File: src/hw/dls_defines.svh
// constants of the drive link request scheduler
`ifndef DLS_DEFINES_SVH
`define DLS_DEFINES_SVH

`define DLS_NCH           2
`define DLS_NSLOT         4
`define DLS_CLK_KHZ       50000
`define DLS_GAP_MS        15
`define DLS_GAP_CYCLES    (`DLS_GAP_MS * `DLS_CLK_KHZ)
`define DLS_MS_CYCLES     (`DLS_CLK_KHZ)

// serial error codes, decimal 6301 / 3801 / 6320 / 3820
`define DLS_CODE_SER_CH1  16'h189d
`define DLS_CODE_SER_CH2  16'h0ed9
`define DLS_CODE_DRV_CH1  16'h18b0
`define DLS_CODE_DRV_CH2  16'h0eec
`define DLS_CODE_TIMEOUT  16'h0001

// register map, byte offsets, channel block stride 0x10
`define DLS_CH_STRIDE     8'h10
`define DLS_REG_WAIT      4'h0
`define DLS_REG_STATUS    4'h2
`define DLS_REG_SER_CODE  4'h4
`define DLS_REG_DRV_CODE  4'h6
`define DLS_REG_ERR_STEP  4'h8
`define DLS_REG_BAD_PARAM 4'ha
`define DLS_REG_EXEC_STEP 4'hc
`define DLS_WAIT_RESET    16'h0000

// status register bit positions
`define DLS_ST_BUSY       0
`define DLS_ST_SER_ERR    1
`define DLS_ST_DRV_ERR    2
`define DLS_ST_DRV_LATCH  3
`define DLS_ST_BLK_ERR    4

`endif

File: src/hw/dls_pkg.sv
// types of the drive link request scheduler
package dls_pkg;

  typedef enum logic [2:0] {
    DLS_KIND_MONITOR,
    DLS_KIND_CONTROL,
    DLS_KIND_PARAM_READ,
    DLS_KIND_PARAM_WRITE,
    DLS_KIND_BLOCK_WRITE
  } dls_kind_e;

  typedef enum logic [1:0] {
    DLS_ERR_NONE,
    DLS_ERR_SERIAL,
    DLS_ERR_DRIVE
  } dls_err_e;

  typedef enum logic [1:0] {
    DLS_ST_IDLE,
    DLS_ST_GAP,
    DLS_ST_RUN,
    DLS_ST_HALT
  } dls_state_e;

  // one request slot, in program order
  typedef struct packed {
    logic        enable;
    dls_kind_e   kind;
    logic [15:0] step;
    logic        state_on;
  } dls_req_s;

  // answer from the serial link engine
  typedef struct packed {
    logic        valid;
    dls_err_e    err;
    logic [15:0] drv_code;
    logic        blk_err;
    logic [15:0] bad_param;
  } dls_done_s;

  // command towards the serial link engine
  typedef struct packed {
    logic        start;
    logic        hold;
    logic        abort;
    dls_kind_e   kind;
    logic [1:0]  slot;
  } dls_txn_s;

  typedef struct packed {
    logic port_busy;
    logic serial_err;
    logic drive_err;
    logic drive_latch;
    logic block_write_err;
  } dls_flag_s;

endpackage : dls_pkg

File: src/hw/dls_rise_detect.sv
// rising edge detector for a group of request enables
`timescale 1ns/1ns
module dls_rise_detect #(
  parameter int W = 4
) (
  input  wire logic         clk_sys_i,
  input  wire logic         reset_i,
  input  wire logic [W-1:0] level_i,
  output logic      [W-1:0] rise_o
);

  logic [W-1:0] prev_q;

  // previous level of every enable
  always_ff @(posedge clk_sys_i) begin
    if (reset_i) begin
      prev_q <= '0;
    end else begin
      prev_q <= level_i;
    end
  end

  assign rise_o = level_i & ~prev_q;

endmodule : dls_rise_detect

File: src/hw/dls_cycle_timer.sv
// down counter that pulses once after a loaded number of cycles
`timescale 1ns/1ns
module dls_cycle_timer #(
  parameter int W = 20
) (
  input  wire logic         clk_sys_i,
  input  wire logic         reset_i,
  input  wire logic         load_i,
  input  wire logic [W-1:0] count_i,
  input  wire logic         run_i,
  output logic              expire_o
);

  logic [W-1:0] cnt_q;
  logic         live_q;

  // count down while running, pulse while the count is at one or below
  always_ff @(posedge clk_sys_i) begin
    if (reset_i) begin
      cnt_q  <= '0;
      live_q <= 1'b0;
    end else if (load_i) begin
      cnt_q  <= count_i;
      live_q <= 1'b1;
    end else if (live_q && run_i) begin
      if (cnt_q <= W'(1)) begin
        live_q <= 1'b0;
      end
      cnt_q <= cnt_q - W'(1);
    end
  end

  assign expire_o = live_q && run_i && (cnt_q <= W'(1));

endmodule : dls_cycle_timer

File: src/hw/dls_scheduler.sv
// drive link request scheduler, two channels
//
// The implementer's own choices: the address-and-strobe port and the register addresses.
`timescale 1ns/1ns
`include "dls_defines.svh"
module dls_scheduler
  import dls_pkg::*;
#(
  parameter int GAP_CYCLES = `DLS_GAP_CYCLES,
  parameter int MS_CYCLES  = `DLS_MS_CYCLES
) (
  input  wire logic                                  clk_sys_i,
  input  wire logic                                  reset_i,
  input  wire logic                                  scan_end_i,
  input  wire logic                                  run_mode_i,
  input  wire dls_req_s  [`DLS_NCH-1:0][`DLS_NSLOT-1:0] req_i,
  input  wire dls_done_s [`DLS_NCH-1:0]              done_i,
  output dls_txn_s       [`DLS_NCH-1:0]              txn_o,
  output dls_flag_s      [`DLS_NCH-1:0]              flag_o,
  output logic                                       exec_complete_flag_o,
  input  wire logic      [7:0]                       reg_addr_i,
  input  wire logic      [15:0]                      reg_wdata_i,
  input  wire logic                                  reg_wr_i,
  input  wire logic                                  reg_rd_i,
  output logic           [15:0]                      reg_rdata_o
);

  localparam int NS = `DLS_NSLOT;

  ////////////////////////////////////////////////////////////////////////////
  // mode change detection and scan-aligned completion flag

  logic run_prev_q;
  logic run_start;
  logic [`DLS_NCH-1:0] ch_done;
  logic cmp_pend_q;
  logic exec_complete_q;

  // stop-to-run edge
  always_ff @(posedge clk_sys_i) begin
    if (reset_i) begin
      run_prev_q <= 1'b1; // no false stop-to-run edge right after reset
    end else begin
      run_prev_q <= run_mode_i;
    end
  end
  assign run_start = run_mode_i & ~run_prev_q;

  // completion shows for the whole scan after the one it happened in
  always_ff @(posedge clk_sys_i) begin
    if (reset_i) begin
      cmp_pend_q      <= 1'b0;
      exec_complete_q <= 1'b0;
    end else begin
      if (scan_end_i) begin
        exec_complete_q <= cmp_pend_q | (|ch_done);
      end
      if (|ch_done) begin
        cmp_pend_q <= ~scan_end_i; // cleared when the scan ends in this cycle; exec_complete_q takes the completion directly
      end else if (scan_end_i) begin
        cmp_pend_q <= 1'b0;
      end
    end
  end
  assign exec_complete_flag_o = exec_complete_q;

  ////////////////////////////////////////////////////////////////////////////
  // per channel scheduling

  logic [`DLS_NCH-1:0][15:0] wait_q;
  logic [`DLS_NCH-1:0][15:0] ser_code_q;
  logic [`DLS_NCH-1:0][15:0] drv_code_q;
  logic [`DLS_NCH-1:0][15:0] err_step_q;
  logic [`DLS_NCH-1:0][15:0] bad_param_q;
  logic [`DLS_NCH-1:0][15:0] exec_step_q;
  dls_flag_s [`DLS_NCH-1:0]  flag_q;
  logic [3:0]                reg_off;
  logic                      reg_ch;

  assign reg_ch  = (reg_addr_i[7:4] == 4'h1);
  assign reg_off = reg_addr_i[3:0];

  for (genvar c = 0; c < `DLS_NCH; c++) begin : g_ch
    dls_state_e    state_q;
    logic [NS-1:0] en;
    logic [NS-1:0] rise;
    logic [NS-1:0] pend_q;
    logic [1:0]    cur_q;
    logic [1:0]    pick;
    logic          pick_ok;
    logic          gap_expire;
    logic          ms_tick;
    logic [15:0]   resp_ms_q;
    logic          timeout;
    logic          finish;
    dls_err_e      fin_err;
    logic          halted;
    logic          start;

    for (genvar s = 0; s < NS; s++) begin : g_en
      assign en[s] = req_i[c][s].enable;
    end

    dls_rise_detect #(
      .W (NS)
    ) u_rise (
      .clk_sys_i (clk_sys_i),
      .reset_i   (reset_i),
      .level_i   (en),
      .rise_o    (rise)
    );

    // next slot in program order after the one last served
    always_comb begin
      logic [1:0] idx;
      idx     = 2'd0;
      pick    = 2'd0;
      pick_ok = 1'b0;
      for (int k = NS; k >= 1; k--) begin
        idx = cur_q + 2'(k);
        if (pend_q[idx] && en[idx]) begin
          pick    = idx;
          pick_ok = 1'b1;
        end
      end
    end

    assign halted  = !req_i[c][cur_q].state_on;
    assign timeout = (state_q == DLS_ST_RUN) && (wait_q[c] != 16'h0000) && (resp_ms_q >= wait_q[c]);
    assign finish  = (state_q == DLS_ST_RUN) && (done_i[c].valid || timeout);
    assign fin_err = done_i[c].valid ? done_i[c].err : DLS_ERR_DRIVE;
    assign start   = pick_ok && ((state_q == DLS_ST_IDLE) || ((state_q == DLS_ST_GAP) && gap_expire));
    assign ch_done[c] = finish;

    dls_cycle_timer #(
      .W (24)
    ) u_gap (
      .clk_sys_i (clk_sys_i),
      .reset_i   (reset_i),
      .load_i    (finish),
      .count_i   (24'(GAP_CYCLES)),
      .run_i     (state_q == DLS_ST_GAP),
      .expire_o  (gap_expire)
    );

    dls_cycle_timer #(
      .W (24)
    ) u_ms (
      .clk_sys_i (clk_sys_i),
      .reset_i   (reset_i),
      .load_i    (start || ms_tick),
      .count_i   (24'(MS_CYCLES)),
      .run_i     (state_q == DLS_ST_RUN),
      .expire_o  (ms_tick)
    );

    // response wait in milliseconds, frozen while halted
    always_ff @(posedge clk_sys_i) begin
      if (reset_i || start) begin
        resp_ms_q <= 16'h0000;
      end else if (ms_tick && resp_ms_q != 16'hffff) begin
        resp_ms_q <= resp_ms_q + 16'h0001;
      end
    end

    // pending requests: edge sets, repeat on hold, discard during gap
    always_ff @(posedge clk_sys_i) begin
      if (reset_i) begin
        pend_q <= '0;
      end else begin
        for (int s = 0; s < NS; s++) begin
          if (rise[s]) begin
            pend_q[s] <= 1'b1;
          end else if (finish && cur_q == 2'(s) && en[s]) begin
            pend_q[s] <= 1'b1;
          end else if (start && pick == 2'(s)) begin
            pend_q[s] <= 1'b0;
          end else if (!en[s] && state_q != DLS_ST_RUN && state_q != DLS_ST_HALT) begin
            pend_q[s] <= 1'b0;
          end
        end
      end
    end

    // one transaction at a time; halt and resume with the state step
    always_ff @(posedge clk_sys_i) begin
      if (reset_i) begin
        state_q <= DLS_ST_IDLE;
        cur_q   <= 2'(NS - 1);
      end else begin
        case (state_q)
          DLS_ST_IDLE: begin
            if (start) begin
              state_q <= DLS_ST_RUN;
              cur_q   <= pick;
            end
          end
          DLS_ST_GAP: begin
            if (start) begin
              state_q <= DLS_ST_RUN;
              cur_q   <= pick;
            end else if (gap_expire) begin
              state_q <= DLS_ST_IDLE;
            end
          end
          DLS_ST_RUN: begin
            if (finish) begin
              state_q <= DLS_ST_GAP;
            end else if (halted) begin
              state_q <= DLS_ST_HALT;
            end
          end
          DLS_ST_HALT: begin
            if (!halted) begin
              state_q <= DLS_ST_RUN;
            end
          end
          default: begin
            state_q <= DLS_ST_IDLE;
          end
        endcase
      end
    end

    // link command towards the serial engine
    always_ff @(posedge clk_sys_i) begin
      if (reset_i) begin
        txn_o[c] <= '0;
      end else begin
        txn_o[c].start <= start;
        txn_o[c].abort <= timeout && !done_i[c].valid;
        txn_o[c].hold  <= (state_q == DLS_ST_HALT) || ((state_q == DLS_ST_RUN) && halted && !finish);
        if (start) begin
          txn_o[c].kind <= req_i[c][pick].kind;
          txn_o[c].slot <= pick;
        end
      end
    end

    // flags and error words, one outcome per request
    always_ff @(posedge clk_sys_i) begin
      if (reset_i) begin
        flag_q[c]      <= '0;
        ser_code_q[c]  <= 16'h0000;
        drv_code_q[c]  <= 16'h0000;
        err_step_q[c]  <= 16'h0000;
        bad_param_q[c] <= 16'h0000;
        exec_step_q[c] <= 16'h0000;
      end else begin
        flag_q[c].port_busy <= start || (state_q == DLS_ST_HALT) || ((state_q == DLS_ST_RUN) && !finish);
        if (start) begin
          exec_step_q[c] <= req_i[c][pick].step;
        end
        if (run_start) begin
          flag_q[c].drive_err       <= 1'b0;
          flag_q[c].drive_latch     <= 1'b0;
          flag_q[c].block_write_err <= 1'b0;
          flag_q[c].serial_err      <= 1'b0;
          ser_code_q[c]             <= 16'h0000;
          drv_code_q[c]             <= 16'h0000;
          err_step_q[c]             <= 16'h0000;
          bad_param_q[c]            <= 16'h0000;
        end
        // an outcome in the mode change cycle still lands
        if (finish) begin
          flag_q[c].block_write_err <= done_i[c].valid && done_i[c].blk_err;
          if (done_i[c].valid && done_i[c].blk_err) begin
            bad_param_q[c] <= done_i[c].bad_param;
          end
          case (fin_err)
            DLS_ERR_SERIAL: begin
              flag_q[c].serial_err <= 1'b1;
              flag_q[c].drive_err  <= 1'b0;
              ser_code_q[c]        <= (c == 0) ? `DLS_CODE_SER_CH1 : `DLS_CODE_SER_CH2;
            end
            DLS_ERR_DRIVE: begin
              flag_q[c].serial_err  <= 1'b1;
              flag_q[c].drive_err   <= 1'b1;
              flag_q[c].drive_latch <= 1'b1;
              ser_code_q[c]         <= (c == 0) ? `DLS_CODE_DRV_CH1 : `DLS_CODE_DRV_CH2;
              err_step_q[c]         <= exec_step_q[c];
              drv_code_q[c]         <= done_i[c].valid ? done_i[c].drv_code : `DLS_CODE_TIMEOUT;
            end
            default: begin
              flag_q[c].serial_err <= 1'b0;
              flag_q[c].drive_err  <= 1'b0;
            end
          endcase
        end
      end
    end

    // response wait word, software writable
    always_ff @(posedge clk_sys_i) begin
      if (reset_i) begin
        wait_q[c] <= `DLS_WAIT_RESET;
      end else if (reg_wr_i && reg_off == `DLS_REG_WAIT && (reg_addr_i[7:4] == 4'(c))) begin
        wait_q[c] <= reg_wdata_i;
      end
    end
  end

  assign flag_o = flag_q;

  ////////////////////////////////////////////////////////////////////////////
  // register read port, data one cycle after the strobe

  always_ff @(posedge clk_sys_i) begin
    if (reset_i) begin
      reg_rdata_o <= 16'h0000;
    end else if (reg_rd_i) begin
      reg_rdata_o <= 16'h0000;
      if (reg_addr_i[7:5] == 3'h0) begin
        case (reg_off)
          `DLS_REG_WAIT:      reg_rdata_o <= wait_q[reg_ch];
          `DLS_REG_STATUS:    reg_rdata_o <= {11'h000, flag_q[reg_ch].block_write_err, flag_q[reg_ch].drive_latch,
                                             flag_q[reg_ch].drive_err, flag_q[reg_ch].serial_err,
                                             flag_q[reg_ch].port_busy};
          `DLS_REG_SER_CODE:  reg_rdata_o <= ser_code_q[reg_ch];
          `DLS_REG_DRV_CODE:  reg_rdata_o <= drv_code_q[reg_ch];
          `DLS_REG_ERR_STEP:  reg_rdata_o <= err_step_q[reg_ch];
          `DLS_REG_BAD_PARAM: reg_rdata_o <= bad_param_q[reg_ch];
          `DLS_REG_EXEC_STEP: reg_rdata_o <= exec_step_q[reg_ch];
          default:            reg_rdata_o <= 16'h0000;
        endcase
      end
    end
  end

endmodule : dls_scheduler

File: config.mk
export PLATFORM = sky130hd
export DESIGN_NAME = dls_scheduler
export DESIGN_NICKNAME = d
export VERILOG_FILES = /design/src/hw/dls_pkg.sv /design/src/hw/dls_rise_detect.sv /design/src/hw/dls_cycle_timer.sv /design/src/hw/dls_scheduler.sv
export VERILOG_INCLUDE_DIRS = /design/src /design/src/hw
export SDC_FILE = /design/constraint.sdc
export NUM_CORES = 1
export LEC_CHECK = 0
export ABC_CLOCK_PERIOD_IN_PS = 4100
export BUFFER_PORTS_ARGS = -buffer_cell sky130_fd_sc_hd__buf_4
export CAP_MARGIN = 20
export CORE_MARGIN = 2
export CORE_UTILIZATION = 57
export CTS_BUF_LIST = sky130_fd_sc_hd__clkbuf_16
export CTS_CLUSTER_SIZE = 14
export DETAILED_ROUTE_END_ITERATION = 6
export PLACE_DENSITY = 0.8
export SLEW_MARGIN = 10
export SYNTH_ARGS = -nofsm -noshare
export SYNTH_HDL_FRONTEND = slang
export SYNTH_SLANG_ARGS = --single-unit
File: constraint.sdc
create_clock -name clk_sys_i -period 4.1 [get_ports clk_sys_i]
set_input_delay 0.82 -clock clk_sys_i [delete_from_list [all_inputs] [get_ports clk_sys_i]]
set_output_delay 0.82 -clock clk_sys_i [all_outputs]
set_load 0.1 [all_outputs]
==> results.md, run 1 <==
* Status: complete, no violations
* Global route overflow at 0
* WL per Instance at 21.31 um
* Worst hold stages at 2
* CTS tree: done
* Crit. End Element: flip-flop
* Antenna violations before repair at 5
* FF/Latch Area at 0.007868 mm^2
* Critical-path top delay cell: dfxtp_1
* Area Overhead vs Synth at 21.62%
* Largest net degree at the start of global routing at 76
* Layout cells sized above 1 at 0.1940
* Core ar. at 0.03336 mm^2
* Max-slew violations at 0
* Root buf cell: clkbuf_16
* Levels on crit path at 9
* Peak VDD IR at 0.3804 mV
* Fraction of post-synthesis cell area in the top cell type by area at 0.4099
* # port buffers at 312
* Synth cell types at 84
* Synthesis-stage register bit count at 393
* Worst reg2reg startpoint: g_ch[1].cur_q[0]
* Hold wc startpoint: ser_code_q[4]
* CTS Sinks at 393
* Cell area after layout at 0.02334 mm^2
* Placed Area at 0.02186 mm^2
* Post-synth top area cell: dfxtp_1
* DR vias at 18,240
* Die Y-Extent at 187.5 um
* Synth async-reset ratio at 0
* H-tree lvl count at 2
* First-pass GRT wire length at 95,740 um
* Post-synthesis cell area at 0.01919 mm^2
* CP max FO at 61
* Setup-failing EPs final at 0
* Io pins at 313
* Antenna-violating nets left at 0
* Count leader, synth: dfxtp_1
* Crit-path cells: inv_1 -> ha_1 -> and3_1 -> a2111oi_0 -> o22ai_1 -> o22ai_4 -> buf_12 -> mux2i_1 -> o211ai_1
* CTS buffer count at 42
* Reg clk slew, reported paths at 0.06 ns
* Lkg Pwr at 9.605 nW
* Fill cell count at 2,689
* Rows at 67
* Vias/cell at 6.138
* Crit path max-delay family: compound AO/OA/AOI/OAI gates
* Worst R2R Setup Slack at 0.86 ns
* Actual slew at the worst max-slew pin at 1.029 ns
* Drt total wl at 63,350 um
* Die width at 187.5 um
* RSZ-0062 raised after global routing: no
* Worst R2R Path Depth at 9
* WS Path Type: reg2reg
* Slew HR at 0.3116
* Vias in the first global route at 17,610
* CTS Hold Bufs at 0
* Synth area leaders: dfxtp_1 41%, nand2_1 5.7%, a21oi_1 4.6%, ha_1 4.0%, mux2i_1 4.0%
* Worst Hold Class: reg2reg
* GRT Util Overall at 0.3470
* Fin. Hold Viols at 0
* Max-cap violations at 0
* Fin crit share at 0.7909
* Post-Syn Area per Cell at 8.627 um^2
* Skew-Pair Late Insertion Delay at 0.54 ns
* Placement Setup Slack at 0.8969 ns
* Drt initial violations at 1,955
* Footprint of the multi-input gates at 0.01041 mm^2
* # resized after CTS at 0
* Final core utilization at 0.6997
* Pwr Total at 0.01164 W
* Syn_nets at 2,557
* Buf/Inv on CP at 2
* Cell types with the highest counts after synthesis: 393 x dfxtp_1, 290 x nand2_1, 179 x nor2_1, 175 x a21oi_1, 100 x inv_1
* Skew final at 0.02449 ns
* Die area at 0.03516 mm^2
* Detail Placement HPWL at 47,860 um
* Max incr delay on CP at 0.54 ns
* Final net count at 2,819
* GP Congestion at 1.004
* Fin crit period at 3.243 ns
* Post-CTS Setup Bufs at 0
* Ys flop type: dfxtp_1
* Critical Path Start Type: flip-flop
* Initial core utilization at 0.5753
* Residual DRC at 0
* Critical R2R Capture: txn_o[10]
* EDFF count, synth at 0
* Seq/Total Area, Yosys at 0.4099
* Critical Path AT at 3.64 ns
* Yosys warning count at 0
* Clock Path Buffers at 3
* Hold Path Sink: ser_code_q[4]
* Pwr dens at 498.7 mW/mm^2
* WP data required at 4.50 ns
* Setup TNS at 0 ns
* Fin worst setup slack at 0.8571 ns
* Cells after Synth at 2,225
* DR pass1 iterations at 6
* Achievable Freq at 308.4 MHz
==> power breakdown <==
group / internal, W / total [W] / switching [W] / leakage (nW)
sequential: 0.00425 / 0.00472 / 0.000479 / 3.19
combinational: 0.00108 / 0.00295 / 0.00187 / 5.67
clock: 0.00241 / 0.00397 / 0.00156 / 0.741
==> kinds of logic (layout without fill, tap and decap cells) <==
| group | Yosys count | count (layout) | synth area share |
|---|---|---|---|
| muxes | 98 | 98 | 0.05306 |
| other | 0 | 4 | 0 |
| and+or+nand+nor | 826 | 826 | 0.2144 |
| buffers and inverters | 232 | 527 | 0.04928 |
| adders and majority gates | 62 | 62 | 0.04041 |
| DFF | 393 | 393 | 0.4099 |
| xor gates and xnor gates | 110 | 110 | 0.05019 |
| AOI/OAI and AO/OA | 504 | 504 | 0.1828 |
==> state kept, by name, summed over array words and instances, names as in the netlist <==
signal / cells
bad_param_q: 32
cmp_pend_q: 1
drv_code_q: 32
err_step_q: 32
exec_complete_flag_o: 1
exec_step_q: 32
flag_o: 10
g_ch.cur_q: 4
g_ch.pend_q: 8
g_ch.resp_ms_q: 32
g_ch.state_q: 4
g_ch.u_gap.cnt_q: 48
g_ch.u_gap.live_q: 2
g_ch.u_ms.cnt_q: 48
g_ch.u_ms.live_q: 2
g_ch.u_rise.prev_q: 8
reg_rdata_o: 16
run_prev_q: 1
ser_code_q: 32
txn_o: 16
wait_q: 32
==> worst reg2reg max path, cell delays in order, from the launching register on <==
cell,delay (ns)
dfxtp_1,0.54
inv_1,0.18
ha_1,0.44
and3_1,0.21
a2111oi_0,0.41
o22ai_1,0.18
o22ai_4,0.17
buf_12,0.28
mux2i_1,0.57
o211ai_1,0.13
==> metrics by stage <==
stage / hold WS (ns) / std cells
finish: 0.4582 / 2972
detailed placement: 0.4541 / 2889
global route: 0.4796 / 2971
CTS: 0.4610 / 2966
floorplan: 0.4360 / 2225
global placement: 0.4414 / 2889
==> layout make-up <==
| class | count | area share |
|---|---|---|
| antenna | 4 | 0.0004288 |
| tap | 448 | 0.02401 |
| clock inverter | 32 | 0.01356 |
| sequential | 393 | 0.3370 |
| clock buffer | 45 | 0.04824 |
| multi-input combinational | 1600 | 0.4460 |
| timing repair buffer | 350 | 0.1146 |
| inverter | 100 | 0.01608 |
==> layer usage <==
metal	vias to the layer above	routed length [um]	global-route usage
met5	-	115	0.02060
met4	4	3856	0.2081
met3	197	5859	0.09059
met2	868	29440	0.5679
met1	8656	24070	0.4090
li1	8516	-	-
==> placed cells by master (no fill, tap or decap), types with 20 or more instances in the layout <==
cell	instances
o211ai_1	29
ha_1	62
a41o_1	35
xnor2_1	76
nor4_1	46
a31oi_1	22
xor2_1	34
nand2_1	290
clkbuf_16	45
o22ai_1	25
and3_1	25
a21oi_1	175
o21ai_0	48
nand3_1	56
and4_1	39
nor3_1	60
mux2_2	20
inv_1	108
dfxtp_1	393
mux2i_1	77
a22o_1	45
nor2_1	179
buf_4	345
==> worst max-delay path by stage <==
stage                           from        endpoint  slack (ns)
finish              g_ch[1].cur_q[0]       txn_o[10]        0.86
global placement    g_ch[1].cur_q[0]       txn_o[10]        0.84
detailed placement  g_ch[1].cur_q[0]       txn_o[10]        0.90
CTS                 g_ch[1].cur_q[0]       txn_o[10]        0.89
floorplan           g_ch[0].cur_q[1]        txn_o[4]        1.25
global route              wait_q[29]  drv_code_q[25]        0.70
Note: power is estimated with default switching activity, not from simulation.
==> run 2, diff against run 1 <==
--- a/config.mk
+++ b/config.mk
@@ -6,7 +6,7 @@
 export SDC_FILE = /design/constraint.sdc
 export NUM_CORES = 1
 export LEC_CHECK = 0
-export ABC_CLOCK_PERIOD_IN_PS = 4100
+export ABC_CLOCK_PERIOD_IN_PS = 3000
 export BUFFER_PORTS_ARGS = -buffer_cell sky130_fd_sc_hd__buf_4
 export CAP_MARGIN = 20
 export CORE_MARGIN = 2
==> constraint.sdc (replaced) <==
create_clock -name clk_sys_i -period 3 [get_ports clk_sys_i]
set_input_delay 0.6 -clock clk_sys_i [delete_from_list [all_inputs] [get_ports clk_sys_i]]
set_output_delay 0.6 -clock clk_sys_i [all_outputs]
set_load 0.1 [all_outputs]
==> run 2 against run 1 <==
Effect of this change:
- the flow now finishes with violations (design-rule violations)
- critical path depth is the same
- power up 37%
- clock-buffer cell count shrank 2
- combinational power grew 46%
- sequential cell count did not move
- worst setup slack lost 0.72 ns
- clock skew shrank 0.0049 ns
- clock power increased by 32%
- register-to-register slack got worse by 0.72 ns
- utilization increased by 0.95 points
- cell count rose by 1.1%
- sequential power grew 36%
- largest cell class unchanged
- largest power group unchanged
- highest routed layer unchanged
==> results.md, run 2 (synthesized netlist as in run 1, its figures left out) <==
* Vias/cell at 6.165 (+0.44%)
* Slew HR at 0.4018 (+0.09019)
* Achievable Freq at 348.9 MHz (+13%)
* Root buf cell: clkbuf_16
* WS Path Type: reg2reg
* Die Y-Extent at 187.5 um (unchanged)
* Placed cell count at 2,925 (+1.2%)
* Die area at 0.03516 mm^2 (unchanged)
* Peak VDD IR at 0.4386 mV (+15%)
* Actual slew at the worst max-slew pin at 0.8905 ns (-0.1383 ns)
* Lkg Pwr at 9.806 nW (+2.1%)
* Status: finished with violations
* Core ar. at 0.03336 mm^2 (unchanged)
* Antenna violations before repair at 3 (-2)
* Io pins at 313 (unchanged)
* Pwr Total at 0.01593 W (+37%)
* Area Overhead vs Synth at 23.27%
* DR pass1 iterations at 7 (+1)
* Final non-filler cell total at 3,004 (+1.1%)
* Critical Path AT at 3.30 ns (-0.34 ns)
* WP data required at 3.43 ns (-1.07 ns)
* Critical Path Start Type: flip-flop
* Fin. Hold Viols at 0 (unchanged)
* GP Congestion at 0.9740 (-3.0%)
* Final core utilization at 0.7092 (+0.009525)
* Residual DRC at 1 (+1)
* Skew final at 0.01960 ns (-0.004888 ns)
* Vias in the first global route at 17,750 (+0.82%)
* Worst Hold Class: in2reg
* Crit. End Element: flip-flop
* Skew-Pair Late Insertion Delay at 0.54 ns (about the same)
* Fin crit period at 2.866 ns (-0.3764 ns)
* RSZ-0062 raised after global routing: yes
* Setup-failing EPs final at 0 (unchanged)
* Drt initial violations at 1,966 (+0.56%)
* Failing checks: design-rule violations
* Max-cap violations at 0 (unchanged)
* Most frequent cells in the layout: 393 x dfxtp_1, 377 x buf_4, 290 x nand2_1
* Fin crit share at 0.9555 (+0.1645)
* Largest net degree at the start of global routing at 65 (-14%)
* DR vias at 18,520 (+1.5%)
* Reg clk slew, reported paths at 0.06 ns (about the same)
* GRT Util Overall at 0.3423 (-0.004722)
* CTS tree: done
* Detail Placement HPWL at 46,750 um (-2.3%)
* Max-slew violations at 0 (unchanged)
* Rows at 67 (unchanged)
* H-tree lvl count at 2 (unchanged)
* Antenna-violating nets left at 0 (unchanged)
* Clock Path Buffers at 3 (unchanged)
* CP max FO at 18 (-70%)
* Initial core utilization at 0.5753 (unchanged)
* Final net count at 2,855 (+1.3%)
* Most common cell after layout, fill and taps aside: dfxtp_1
* WL per Instance at 20.86 um (-2.1%)
* Drt total wl at 62,670 um (-1.1%)
* Layout cells sized above 1 at 0.2067 (+0.01269)
* First-pass GRT wire length at 95,700 um (about the same)
* # port buffers at 312 (unchanged)
* Die width at 187.5 um (unchanged)
* CTS buffer count at 41 (-2.4%)
* Pwr dens at 673.4 mW/mm^2 (+35%)
* Global route overflow at 0 (unchanged)
* CTS Sinks at 393 (unchanged)
* Setup TNS at 0 ns (unchanged)
* Top Registers: g_ch.u_gap.cnt_q: 48 flops, g_ch.u_ms.cnt_q: 48 flops
run 2: area by class of cell:
class | count | area, um^2
multi-input combinational | 1600 | 10450
fill | 2638 | 9703
sequential | 393 | 7868
timing repair buffer | 387 | 3035
clock buffer | 43 | 1076
tap | 448 | 560.5
inverter | 100 | 375.4
clock inverter | 31 | 295.3
antenna | 2 | 5.005
run 2: final timing paths:
kind	startpoint	end	slack [ns]	cells after the start
max	g_ch[1].resp_ms_q[13]	err_step_q[25]	0.13	9
min	run_mode_i	run_prev_q	0.27	2
max reg2reg	g_ch[1].resp_ms_q[13]	err_step_q[25]	0.13	9
min reg2reg	ser_code_q[25]	ser_code_q[25]	0.46	2
run 2: per-stage QoR:
| step | worst slack [ns] | cell area [um^2] | hold WS [ns] |
|---|---|---|---|
| 2_1_floorplan | 0.1495 | 19190 | 0.4360 |
| 3_3_place_gp | 0.1667 | 22200 | 0.4415 |
| 3_5_place_dp | 0.1217 | 22200 | 0.4494 |
| 4_1_cts | 0.08969 | 23570 | 0.2603 |
| 5_1_grt | -0.0009484 | 23660 | 0.2630 |
| 6_report | 0.1335 | 23660 | 0.2662 |
run 2: repair_timing:
item / 4_1_cts / 5_1_grt
endpoints found under the hold margin: 0 / 0
hold buffers: 0 / 0
gates resized for setup: 0 / 7
setup buffers: 0 / 1
endpoints found under the setup margin: 0 / 52
run 2: layer usage:
layer	routed length (um)	global-route usage	part of all wire	vias up
met1	23770	0.4196	0.38	8689
met5	16	0	0.00026	-
met4	3106	0.1590	0.050	2
li1	-	-	-	8580
met2	29890	0.5828	0.48	1055
met3	5887	0.06551	0.094	193
run 2: worst max-delay path, stage by stage, from the launching register on:
cell	delay (ns)
dfxtp_1	0.41
ha_1	0.27
a21o_1	0.18
a21o_1	0.17
a2111o_1	0.44
a311oi_4	0.36
o21ai_1	0.22
buf_4	0.26
and4_1	0.23
a41o_1	0.20
run 2: power by group:
group / total (W) / internal [W] / switching, W
clock: 0.00523 / 0.00311 / 0.00212
sequential: 0.00641 / 0.00580 / 0.000607
combinational: 0.00430 / 0.00163 / 0.00266
